**config.mk**
```make
export PLATFORM = sky130hd
export DESIGN_NAME = phy_reset_powerdown_seq
export DESIGN_NICKNAME = d
export VERILOG_FILES = /design/src/phy_rst_pkg.sv /design/src/rst_pin_filter.sv /design/src/seq_timer.sv /design/src/phy_reset_powerdown_seq.sv
export SDC_FILE = /design/constraint.sdc
export NUM_CORES = 1
export LEC_CHECK = 0
export ABC_AREA = 1
export ABC_CLOCK_PERIOD_IN_PS = 3550
export BUFFER_PORTS_ARGS = -buffer_cell sky130_fd_sc_hd__buf_2
export CAP_MARGIN = 20
export CORE_MARGIN = 2
export CORE_UTILIZATION = 56
export DETAILED_ROUTE_END_ITERATION = 6
export PLACE_DENSITY = 0.8
export SLEW_MARGIN = 20
export SYNTH_ARGS = -nofsm -noshare
export SYNTH_HDL_FRONTEND = slang
export SYNTH_HIERARCHICAL = 1
export SYNTH_SLANG_ARGS = --single-unit
```
**constraint.sdc**
```tcl
create_clock -name ref_clk_i -period 3.55 [get_ports ref_clk_i]
set_input_delay 0.1775 -clock ref_clk_i [delete_from_list [all_inputs] [get_ports ref_clk_i]]
set_output_delay 0.1775 -clock ref_clk_i [all_outputs]
set_load 0.05 [all_outputs]
```
**src/phy_rst_pkg.sv**
```systemverilog
// constants, register map and carrier types for the reset/power-down sequencer
// assumes a single 125 MHz reference clock
package phy_rst_pkg;
  localparam int CLK_PERIOD_NS = 8;
  localparam int POR_HOLD_NS = 20000;
  localparam int POR_HOLD_CYC = POR_HOLD_NS / CLK_PERIOD_NS;
  localparam int MAC_RELEASE_MAX_NS = 640;
  localparam int MAC_RELEASE_MAX_CYC = MAC_RELEASE_MAX_NS / CLK_PERIOD_NS;
  localparam int EXIT_STEP_CYC = 16;
  localparam int EXIT_PIPE_CYC = 6;
  localparam int EXIT_DWELL_CYC = EXIT_STEP_CYC - EXIT_PIPE_CYC;
  localparam int SW_RESET_CYC = 2;
  localparam int HW_RST_MIN_CYC = 5;
  localparam int CLK_SETTLE_MS = 53;
  localparam int CLK_SETTLE_CYC = CLK_SETTLE_MS * 1000000 / CLK_PERIOD_NS;
  localparam int TMR_W = 23;
  localparam int DIV_W = 4;
  localparam int DATA_W = 16;
  localparam int REG_ADDR_W = 5;
  localparam int ADDR_W = 5;
  localparam int PEAK_W = 8;
  localparam logic [REG_ADDR_W-1:0] REG_CTRL = 5'h00;
  localparam logic [REG_ADDR_W-1:0] REG_STATUS = 5'h01;
  localparam logic [REG_ADDR_W-1:0] REG_EXT_CTRL = 5'h10;
  localparam int CTRL_SWRST_BIT = 15;
  localparam int CTRL_PD_BIT = 11;
  localparam int EXT_ADDR_LSB = 6;
  localparam int STAT_LH_BIT = 0;
  localparam int STAT_LL_BIT = 1;
  localparam int STAT_PEAK_LSB = 8;
  localparam logic LH_DEFAULT = 1'h0;
  localparam logic LL_DEFAULT = 1'h1;
  localparam logic [PEAK_W-1:0] PEAK_DEFAULT = 8'h00;

  typedef enum logic [2:0] {
    ST_POR, ST_HW, ST_SW, ST_EXIT, ST_SETTLE, ST_RUN
  } seq_state_t;

  typedef struct packed {
    logic [3:0] txd;
    logic tx_en;
    logic tx_er;
  } mac_tx_t;

  typedef struct packed {
    logic [3:0] rxd;
    logic rx_dv;
    logic rx_er;
  } mac_rx_t;

  typedef struct packed {
    logic pos;
    logic neg;
  } line_t;
endpackage

```
**src/rst_pin_filter.sv**
```systemverilog
// synchroniser and minimum-width filter for the active-low hardware reset pin
// assumes the pin is asynchronous to ref_clk_i
`timescale 1ns/1ns
module rst_pin_filter
  import phy_rst_pkg::*;
#(
  parameter int MIN_CYC = HW_RST_MIN_CYC
)(
  input wire logic ref_clk_i, // reference clock
  input wire logic rst_n_i, // async reset, active low
  input wire logic pin_n_i, // raw reset pin
  output logic pin_low_o, // synchronised pin is low
  output logic req_o // qualified reset request, level
);
  typedef struct packed {
    logic s1;
    logic s2;
    logic [3:0] cnt;
    logic req;
  } filt_t;

  filt_t r;
  filt_t n;

  always_comb
  begin
    n = r;
    n.s1 = pin_n_i;
    n.s2 = r.s1;
    if (r.s2)
    begin
      n.cnt = '0;
      n.req = 1'b0;
    end
    else
    begin
      // short glitches never reach the count and are ignored
      if (r.cnt < 4'(MIN_CYC))
        n.cnt = r.cnt + 4'h1;
      if (r.cnt == 4'(MIN_CYC - 1))
        n.req = 1'b1;
    end
  end

  always_ff @(posedge ref_clk_i or negedge rst_n_i)
  begin
    if (!rst_n_i)
      r <= '{s1: 1'b1, s2: 1'b1, cnt: 4'h0, req: 1'b0};
    else
      r <= n;
  end

  assign pin_low_o = !r.s2;
  assign req_o = r.req;
endmodule

```
**src/seq_timer.sv**
```systemverilog
// loadable down-counter; done stays high once the count reaches zero
// assumes the caller loads the count minus one
`timescale 1ns/1ns
module seq_timer
  import phy_rst_pkg::*;
#(
  parameter logic [TMR_W-1:0] INIT = TMR_W'(POR_HOLD_CYC - 1)
)(
  input wire logic ref_clk_i, // reference clock
  input wire logic rst_n_i, // async reset, active low
  input wire logic load_i, // load pulse
  input wire logic [TMR_W-1:0] val_i, // value to load
  output logic done_o // count is zero
);
  typedef struct packed {
    logic [TMR_W-1:0] cnt;
  } tmr_t;

  tmr_t r;
  tmr_t n;

  always_comb
  begin
    n = r;
    if (load_i)
      n.cnt = val_i;
    else if (r.cnt != '0)
      n.cnt = r.cnt - TMR_W'(1);
  end

  always_ff @(posedge ref_clk_i or negedge rst_n_i)
  begin
    if (!rst_n_i)
      r <= '{cnt: INIT};
    else
      r <= n;
  end

  assign done_o = (r.cnt == '0);
endmodule

```
**src/phy_reset_powerdown_seq.sv**
```systemverilog
// reset and power-down sequencer of a 10/100 transceiver: register port,
// MAC-side gating, line driver enables and clock-recovery hold-off
// assumes rst_n_i is the supply-good (power-on) reset, one 125 MHz clock
`timescale 1ns/1ns
module phy_reset_powerdown_seq
  import phy_rst_pkg::*;
#(
  parameter int SETTLE_CYC = CLK_SETTLE_CYC,
  parameter int CLK_HALF_CYC = 2
)(
  input wire logic ref_clk_i, // 125 MHz reference clock
  input wire logic rst_n_i, // power-on reset, async, active low
  input wire logic hw_reset_pin_n_i, // hardware reset pin, async
  input wire logic [ADDR_W-1:0] phy_addr_strap_i, // address straps, async
  input wire logic [REG_ADDR_W-1:0] reg_addr_i, // register address
  input wire logic [DATA_W-1:0] reg_wdata_i, // write data
  input wire logic reg_wr_i, // write strobe
  input wire logic reg_rd_i, // read strobe
  output logic [DATA_W-1:0] reg_rdata_o, // read data, cycle after strobe
  input wire mac_tx_t mac_tx_i, // MAC-side inputs from pins
  output mac_tx_t core_tx_o, // isolated MAC inputs to the core
  input wire mac_rx_t core_rx_i, // core data toward MAC
  output mac_rx_t mac_rx_o, // MAC-side outputs
  output logic transmit_clock_out_o, // transmit clock to MAC
  output logic receive_clock_out_o, // receive clock to MAC
  input wire line_t core_line_i, // line transmit levels from core
  output logic line_tx_positive_o, // line transmit positive
  output logic line_tx_negative_o, // line transmit negative
  output logic line_tx_oe_o, // line transmit enable, high drives
  input wire logic latch_high_event_i, // event for latch-high bit
  input wire logic latch_low_cond_i, // condition for latch-low bit
  input wire logic [PEAK_W-1:0] peak_sample_i, // sample for peak bits
  output logic core_reset_o, // holds internal modules at default
  output logic power_down_o, // power-down state
  output logic mgmt_ready_o, // management port accepts access
  output logic clocks_valid_o // MAC interface may be used while power_down_o is low
);
  localparam logic [DIV_W-1:0] DIV_LAST = DIV_W'(CLK_HALF_CYC - 1);

  typedef struct packed {
    seq_state_t st;
    logic sw_exit;
    logic ctrl_swrst;
    logic ctrl_pd;
    logic [ADDR_W-1:0] strap_s1;
    logic [ADDR_W-1:0] strap_s2;
    logic [ADDR_W-1:0] phy_addr;
    logic latch_high_status_bit;
    logic latch_low_status_bit;
    logic [PEAK_W-1:0] latch_peak_status_bit;
    logic [DATA_W-1:0] rdata;
    mac_rx_t mac_rx;
    mac_tx_t core_tx;
    line_t line;
    logic line_oe;
    logic [DIV_W-1:0] div_cnt;
    logic mac_clk;
  } seq_regs_t;

  localparam seq_regs_t REGS_RESET = '{
    st: ST_POR,
    sw_exit: 1'b0,
    ctrl_swrst: 1'b0,
    ctrl_pd: 1'b0,
    strap_s1: '0,
    strap_s2: '0,
    phy_addr: '0,
    latch_high_status_bit: LH_DEFAULT,
    latch_low_status_bit: LL_DEFAULT,
    latch_peak_status_bit: PEAK_DEFAULT,
    rdata: '0,
    mac_rx: '0,
    core_tx: '0,
    line: '0,
    line_oe: 1'b0,
    div_cnt: '0,
    mac_clk: 1'b0
  };

  function automatic logic [TMR_W-1:0] cyc_load(input int cyc);
    cyc_load = TMR_W'(cyc - 1);
  endfunction

  seq_regs_t r;
  seq_regs_t n;
  logic pin_low;
  logic hw_req;
  logic tmr_load;
  logic [TMR_W-1:0] tmr_val;
  logic tmr_done;
  logic in_reset;
  logic pd;
  logic released;
  logic mgmt_ready;
  logic wr_ctrl;
  logic sw_req;
  logic pd_set;
  logic stat_rd;

  rst_pin_filter #(
    .MIN_CYC(HW_RST_MIN_CYC)
  ) u_pin (
    .ref_clk_i(ref_clk_i),
    .rst_n_i(rst_n_i),
    .pin_n_i(hw_reset_pin_n_i),
    .pin_low_o(pin_low),
    .req_o(hw_req)
  );

  // timer comes out of power-on reset already counting the hold time
  seq_timer #(
    .INIT(cyc_load(POR_HOLD_CYC))
  ) u_tmr (
    .ref_clk_i(ref_clk_i),
    .rst_n_i(rst_n_i),
    .load_i(tmr_load),
    .val_i(tmr_val),
    .done_o(tmr_done)
  );

  assign in_reset = (r.st == ST_POR) || (r.st == ST_HW) ||
                    (r.st == ST_SW) || (r.st == ST_EXIT);
  // software reset never powers down; exit step leaves power-down
  assign pd = (r.st == ST_POR) || (r.st == ST_HW) || r.ctrl_pd ||
              (pin_low && (r.st != ST_POR));
  // MAC side and line stay off until both reset and power-down are gone
  assign released = !in_reset && !pd;
  assign mgmt_ready = (r.st == ST_SETTLE) || (r.st == ST_RUN);
  assign wr_ctrl = reg_wr_i && mgmt_ready && (reg_addr_i == REG_CTRL);
  assign sw_req = wr_ctrl && reg_wdata_i[CTRL_SWRST_BIT];
  assign pd_set = wr_ctrl && reg_wdata_i[CTRL_PD_BIT] && !r.ctrl_pd;
  assign stat_rd = reg_rd_i && mgmt_ready && (reg_addr_i == REG_STATUS);

  always_comb
  begin
    n = r;
    tmr_load = 1'b0;
    tmr_val = '0;
    n.strap_s1 = phy_addr_strap_i;
    n.strap_s2 = r.strap_s1;

    unique case (r.st)
      ST_POR:
      begin
        // the pin is not looked at until the hold time has run out
        if (tmr_done)
        begin
          n.st = ST_EXIT;
          n.sw_exit = 1'b0;
          tmr_load = 1'b1;
          tmr_val = cyc_load(EXIT_DWELL_CYC);
        end
      end
      ST_HW:
      begin
        if (!hw_req)
        begin
          n.st = ST_EXIT;
          n.sw_exit = 1'b0;
          tmr_load = 1'b1;
          tmr_val = cyc_load(EXIT_DWELL_CYC);
        end
      end
      ST_SW:
      begin
        // a pin reset overrides a software reset in progress
        if (hw_req)
          n.st = ST_HW;
        else if (tmr_done)
        begin
          n.st = ST_EXIT;
          n.sw_exit = 1'b1;
          tmr_load = 1'b1;
          tmr_val = cyc_load(EXIT_DWELL_CYC);
        end
      end
      ST_EXIT:
      begin
        if (hw_req)
          n.st = ST_HW;
        else if (tmr_done)
        begin
          n.st = ST_SETTLE;
          tmr_load = 1'b1;
          tmr_val = cyc_load(SETTLE_CYC);
        end
      end
      ST_SETTLE, ST_RUN:
      begin
        if (hw_req)
          n.st = ST_HW;
        else if (sw_req)
        begin
          n.st = ST_SW;
          tmr_load = 1'b1;
          tmr_val = cyc_load(SW_RESET_CYC);
        end
        else if ((r.st == ST_SETTLE) && tmr_done)
          n.st = ST_RUN;
      end
    endcase

    // register file
    if (in_reset)
    begin
      // everything but the reset bit back to default; the address is kept for later capture
      n.ctrl_pd = 1'b0;
      n.ctrl_swrst = (r.st == ST_SW) || ((r.st == ST_EXIT) && r.sw_exit);
      n.latch_high_status_bit = LH_DEFAULT;
      n.latch_low_status_bit = LL_DEFAULT;
      n.latch_peak_status_bit = PEAK_DEFAULT;
      if ((r.st == ST_EXIT) && tmr_done && !hw_req)
      begin
        n.ctrl_swrst = 1'b0;
        if (!r.sw_exit)
          n.phy_addr = r.strap_s2;
      end
    end
    else if (sw_req)
    begin
      n.ctrl_swrst = 1'b1;
    end
    else
    begin
      if (wr_ctrl)
        n.ctrl_pd = reg_wdata_i[CTRL_PD_BIT];
      if (pd_set)
      begin
        // only the latching bits lose their value on bit power-down;
        // an event in the same cycle still lands so it is never lost
        n.latch_high_status_bit = LH_DEFAULT || latch_high_event_i;
        n.latch_low_status_bit = LL_DEFAULT && latch_low_cond_i;
        n.latch_peak_status_bit = (peak_sample_i > PEAK_DEFAULT) ? peak_sample_i : PEAK_DEFAULT;
      end
      else
      begin
        // a new event in the read cycle survives the clear-on-read
        n.latch_high_status_bit = (r.latch_high_status_bit && !stat_rd) ||
                                  latch_high_event_i;
        n.latch_low_status_bit = (r.latch_low_status_bit || stat_rd) &&
                                 latch_low_cond_i;
        if (stat_rd || (peak_sample_i > r.latch_peak_status_bit))
          n.latch_peak_status_bit = peak_sample_i;
      end
    end

    // read data stand for one cycle only
    n.rdata = '0;
    if (reg_rd_i)
    begin
      unique case (reg_addr_i)
        REG_CTRL:
        begin
          n.rdata[CTRL_SWRST_BIT] = r.ctrl_swrst;
          n.rdata[CTRL_PD_BIT] = r.ctrl_pd;
        end
        REG_STATUS:
        begin
          n.rdata[STAT_LH_BIT] = r.latch_high_status_bit;
          n.rdata[STAT_LL_BIT] = r.latch_low_status_bit;
          n.rdata[STAT_PEAK_LSB +: PEAK_W] = r.latch_peak_status_bit;
        end
        REG_EXT_CTRL:
        begin
          n.rdata[EXT_ADDR_LSB +: ADDR_W] = r.phy_addr;
        end
        default:
        begin
          n.rdata = '0;
        end
      endcase
    end

    // MAC side: inputs isolated and outputs low until released
    n.core_tx = released ? mac_tx_i : '0;
    n.mac_rx = released ? core_rx_i : '0;
    n.line = core_line_i;
    n.line_oe = released;

    // MAC clocks restart only once recovery has settled
    if ((r.st == ST_RUN) && !pd)
    begin
      if (r.div_cnt == DIV_LAST)
      begin
        n.div_cnt = '0;
        n.mac_clk = !r.mac_clk;
      end
      else
        n.div_cnt = r.div_cnt + DIV_W'(1);
    end
    else
    begin
      n.div_cnt = '0;
      n.mac_clk = 1'b0;
    end
  end

  // power-on clears to constants; MAC outputs are low from the first instant
  always_ff @(posedge ref_clk_i or negedge rst_n_i)
  begin
    if (!rst_n_i)
      r <= REGS_RESET;
    else
      r <= n;
  end

  assign reg_rdata_o = r.rdata;
  assign core_tx_o = r.core_tx;
  assign mac_rx_o = r.mac_rx;
  assign transmit_clock_out_o = r.mac_clk;
  assign receive_clock_out_o = r.mac_clk;
  assign line_tx_positive_o = r.line.pos;
  assign line_tx_negative_o = r.line.neg;
  assign line_tx_oe_o = r.line_oe;
  assign core_reset_o = in_reset;
  assign power_down_o = pd;
  assign mgmt_ready_o = mgmt_ready;
  assign clocks_valid_o = (r.st == ST_RUN);
endmodule

```
Word-level counts from Yosys, hierarchy flattened:

Index checks and enable logic that the tools add are counted.

* flip-flop bits (word level): 97
* latch bits: 0
* RAM bits: 0
* memory bits (read-only): 0
* word-level logic and storage cells: 157
* memories kept: 0

* $add $sub $neg: 3
* multipliers: 0
* divide/modulo/power cells: 0
* $lt $le $gt $ge: 3
* eq/ne operators: 18
* shift-type cells: 0
* mux-type cells: 53
* bitwise operators: 1
* reductions and logical operators: 52

Operators with widths (count)
* case mux 23 bit (5 select lines): 1
* 2-to-1 mux 23 bit: 4
* 2-to-1 mux 4 bit: 8
* 2-to-1 mux 10 bit: 3
* zero test 23 bit: 1
* nonzero test 23 bit: 1
* subtractor 23 x 1 -> 23 bit, second input constant: 1
* 2-to-1 mux 3 bit: 7
* logical AND 1 bit: 16
* 2-to-1 mux 16 bit: 1
* 2-to-1 mux 8 bit: 2
* case mux 3 bit (5 select lines): 1
* 2-to-1 mux 1 bit: 14
* 2-to-1 mux 6 bit: 2
* logical OR 1 bit: 10
* 2-to-1 mux 5 bit: 2
* inequality test 2 bit, second input constant: 5
* AND reduction 5 bit: 2
* nonzero test 2 bit: 5
* nonzero test 3 bit: 3
* adder 4 x 1 -> 4 bit, second input constant: 2
* greater-than comparator 8 x 1 -> 1 bit, second input constant: 1
* greater-than comparator 8 bit: 1
* zero test 1 bit: 7
* other kinds (22): 30

Depth between registers and ports, before layout:

* word-level depth: 10
* gate-level depth with buffers: 17
* gate-level depth less buffers: 15

Cells and area by module:

Netlist, hierarchy kept.

By module, submodules not included
* phy_reset_powerdown_seq: instances 1, cells each 340, area each 3059.2 um2, sequential area each 1577.8 um2
* seq_timer: instances 1, cells each 235, area each 1579.0 um2, sequential area each 583.1 um2
* rst_pin_filter: instances 1, cells each 35, area each 332.8 um2, sequential area each 177.7 um2

Worst setup path before layout:

OpenSTA, ideal clock, no wires.

* path type: reg2reg
* from: reg r[65] (netlist bit)
* to: reg u_tmr/r[9] (netlist bit)
* setup time: 0.116 ns
* arrival: 2.489 ns
* required time: 3.434 ns
* path slack: 0.944 ns
* cell stages (with the launch flop): 14
* path buffers: 2
* cells stage by stage: dfrtp_1 > inv_2 > ha_1 > nand2_2 > nor3_4 > nand3_1 > a41oi_1 > clkbuf_1 > inv_1 > nand2_2 > inv_2 > buf_6 > nand2_1 > nand2_1

* longest elaborated chain between the ends: 9

Ends and longest elaborated chain
* start: declaration: line phy_reset_powerdown_seq.sv:84 `seq_regs_t r;`
* start signal: assignment: line phy_reset_powerdown_seq.sv:304 `r <= n;`
* == test 3 bit: line phy_reset_powerdown_seq.sv:128 `assign mgmt_ready = (r.st == ST_SETTLE) || (r.st == ST_RUN);`
* logical OR 1 bit (*): line phy_reset_powerdown_seq.sv:128
* named net mgmt_ready_o: line phy_reset_powerdown_seq.sv:35 `output logic mgmt_ready_o,`
* logical AND 1 bit (*) (2 in series): line phy_reset_powerdown_seq.sv:129 `assign wr_ctrl = reg_wr_i && mgmt_ready && (reg_addr_i == REG_CTRL);`
* logical AND 1 bit (*): line phy_reset_powerdown_seq.sv:130 `assign sw_req = wr_ctrl && reg_wdata_i[CTRL_SWRST_BIT];`
* 2-to-1 mux 1 bit (*): line phy_reset_powerdown_seq.sv:192 `else if (sw_req)`
* 2-to-1 mux 1 bit (*): line phy_reset_powerdown_seq.sv:190 `if (hw_req)`
* case mux 1 bit (4 select lines) (*): line phy_reset_powerdown_seq.sv:142 `unique case (r.st)`
* named net tmr_load: line phy_reset_powerdown_seq.sv:88 `logic tmr_load;`
* 2-to-1 mux 23 bit or nonzero test 2 bit (tied branches)
* end signal: assignment: line seq_timer.sv:34 `r <= '{cnt: INIT};`
* end signal: assignment: line seq_timer.sv:36 `r <= n;`
* end: declaration: line seq_timer.sv:19 `tmr_t r;`

Mark *: on every way through the listed nets, which the timed path passes. The rest lies on a longest branch.
A chain may end at the register's enable or synchronous reset.

Final worst setup path:

* from: reg u_tmr/r[0] (netlist bit)
* to: reg u_tmr/r[1] (netlist bit)

* longest elaborated chain between the ends: 5

Ends and longest elaborated chain
* zero test 23 bit (*): line seq_timer.sv:39 `assign done_o = (r.cnt == '0);`
* named net tmr_done: line phy_reset_powerdown_seq.sv:90 `logic tmr_done;`
* 2-to-1 mux 1 bit (*): line phy_reset_powerdown_seq.sv:146, phy_reset_powerdown_seq.sv:169, phy_reset_powerdown_seq.sv:181
* 2-to-1 mux 1 bit: line phy_reset_powerdown_seq.sv:179 `if (hw_req)`
* case mux 1 bit (4 select lines) (*): line phy_reset_powerdown_seq.sv:142
* named net tmr_load: line phy_reset_powerdown_seq.sv:88
* 2-to-1 mux 23 bit or nonzero test 2 bit (tied branches)

Mark *: on every way through the listed nets, which the timed path passes. The rest lies on a longest branch. The select of a mux whose other input is x is not followed.

==> metrics.cfg <==
[sta]
fin_setup_tns_ps=0
skew_ps=16.2
tightestPinTransition_ps=891
slew_viol_final=0
hold_viol_final=0
rsz0062_at_grt=no
period_needed_ps=2720
max_freq_mhz=368
slew_headroom_pct=40.6
setup_viol_count_final=0
period_share_pct=76.5

[clock_network]
postCtsSetupRepairBufs=0
cts_buffers=9
cts.sinks=93
path_clk_slew_ps=90
holdBufCountCts=11
cts_resized=0
cts_tree=built
htreeDepth=3
cts_root_buf=clkbuf_8
clockBufferDepth=2
clkLatencyLatePin_ps=370

[setup_path]
startpoint_type=flop
cp_cell_sequence=inv_1 -> ha_1 -> nand3_4 -> nor2_4 -> nand3_2 -> inv_1 -> inv_1 -> nor2_1 -> nand2_1 -> a41oi_1 -> buf_4 -> nand2_1 -> o21ai_0 -> nand2_1 -> o21ai_1
cp.required_ps=3840
timing.rr.start=u_tmr/r[0]
crit_arrival_ps=3010
worstPathMaxFanout=25
critPathKind=reg2reg
startpoint=u_tmr/r[0]
cpMaxStageDelayCell=dfstp_2
end_kind=flop
r2r_cells=15
max_stage_delay_ps=380

[route]
num_vias=4012
routed_via_density=5.03
drc=0
wl_per_cell_um=12.8
drt-initial-drc-count=158
routed_wl_mm=10.2
ant_nets=0
dr.pass1.iters=4

[synthesis]
syn_area_um2=4970
synth.area.mux_share_pct=0
ys_seq_elements=93
synth_compound_area_share_pct=5.39
synth_cell_type_count=38
synth_xor_area_share_pct=2.64
synth_top_family_by_area=simple AND/OR/NAND/NOR gates
synth_top_area_cell=dfrtp_1
syn_inst=610
synth_top_area_share_pct=42.3
ys_top_cells_by_area=dfrtp_1 (42%), nand2_1 (13%), inv_1 (5.4%)
ys_seq_area_share_pct=47.0
synth_warnings=6
syn_avg_cell_area_um2=8.15
synth_adder_area_share_pct=4.28
synthSimpleGateAreaFrac_pct=29.1

[global_routing]
grtUsageMet1_pct=28.3
grt_pass1_vias=4093
track_usage_pct=22.7
grt.busiest_layer=met2
antenna_found_initial=0
grt_overflow=0
grtUsageMet2_pct=39.1
grt_first_pass_wirelength_mm=17.8
met3_usage_pct=4.94
grt_max_degree=84

[final_layout]
multiInputGateArea_um2=2110
post_route_cells_drive_above_1_share_pct=21.6
layout_common_cells=nand2_1 (166), dfrtp_1 (84), inv_1 (72), buf_2 (72), nor2_1 (69)
area.sequential_um2=2340
final_common_cell=nand2_1
nets=757
area_delta_synth_final_pct=13.0
fillers=733
design_area_um2=5620
diodes=0

[placed_design]
place.port_buffers=73
placed_cell_area_um2=5280
dpl.hpwl_mm=7.24
routabilityCongestion=0.935

[die]
rows=34
start_util_pct=57.3
die_h_um=98.2
core_area_um2=8680
die_x_um=98.2
die_area_um2=9650
ios=92

[pwr]
powerDensity_nw_per_um2=759
p_leak_nw=3.01
vdd_drop_max_mv=0.434

[worst_hold_path]
hold_depth=3
worstHoldStart=mac_tx_i[2]
hp-class=in2reg

[outcome]
status=completed

[flow_run]
max_cap_violations=0

-- flip-flops by register name, summed over array words and instances, names as in the netlist --
name                 flops
r                       30
u_tmr/r                 23
reg_rdata_o             12
core_tx_o                6
mac_rx_o                 6
n                        5
u_pin/r                  5
line_tx_negative_o       1
line_tx_oe_o             1
line_tx_positive_o       1
receive_clock_out_o      1
u_pin/n                  1
u_pin/req_o              1
-- cells by family after synthesis --
group / after synthesis
and+or+nand+nor: 321
buffers and inverters: 118
DFF: 93
AOI/OAI and AO/OA: 45
adders and majority gates: 17
xor gates and xnor gates: 15
other: 1
-- synthesized netlist by cell type (all sizes together) --
cell type / instances
nand3: 39
dfstp: 9
a21oi: 18
nand2: 173
a41oi: 1
nor3: 2
clkbuf: 3
buf: 32
xor2: 8
ha: 17
conb: 1
a21o: 1
o22ai: 3
or2: 2
dfrtp: 84
o21bai: 3
nand4: 14
o211ai: 1
xnor2: 7
and2: 1
o21ai: 18
nor2: 90
inv: 83
-- routing by layer --
metal  routed length [µm]  share of wire (%)  vias to the layer above
met5                    0                  0                        -
met4                  291                2.8                        0
met3                  487                4.8                       24
met2                 5030                 49                      105
met1                 4430                 43                     1882
li1                     -                  -                     2001
-- final cells by class --
class / instances / area share [%]
flip-flops and latches: 93 / 41.6
well taps: 108 / 2.41
inverters: 83 / 5.55
clock inverters: 5 / 1.49
multi-input cells: 411 / 37.6
clock buffers: 11 / 2.34
repair buffers: 87 / 9.02
-- power by group --
part / internal, mW / total [mW] / leakage, nW / switching [mW]
Sequential: 1.32 / 1.51 / 1.20 / 0.185
Combinational: 0.599 / 1.96 / 1.71 / 1.36
Clock: 0.400 / 0.794 / 0.100 / 0.393
Total: 2.32 / 4.26 / 3.01 / 1.94
-- metrics by stage --
step,utilization (%),total power [mW],setup WS [ps],cells,hold slack [ps]
floorplan,-,3.07,944,622,-118
global placement,60.8,3.38,983,770,284
global route,64.7,4.61,648,798,4.25
CTS,64.6,4.28,859,797,1.80
detailed placement,60.8,3.46,905,770,286
finish,64.7,4.26,833,798,11.6
-- path summary, 6_finish.rpt --
path / slack, ps / to
max: 830 / u_tmr/r[1]
min: 10 / core_tx_o[2]
max reg2reg: 830 / u_tmr/r[1]
min reg2reg: 350 / r[55]
max in group asynchronous: 2470 / r[65]
min in group asynchronous: 400 / reg_rdata_o[12]
-- worst max-delay path: cells and delay by family, from the launching register on --
| kind | cells | cell delay (ps) |
|---|---|---|
| AOI/OAI and AO/OA | 3 | 460 |
| adders and majority gates | 1 | 350 |
| buffers and inverters | 4 | 690 |
| DFF | 1 | 380 |
| and+or+nand+nor | 7 | 760 |
Note: power is estimated with default switching activity, not from simulation.
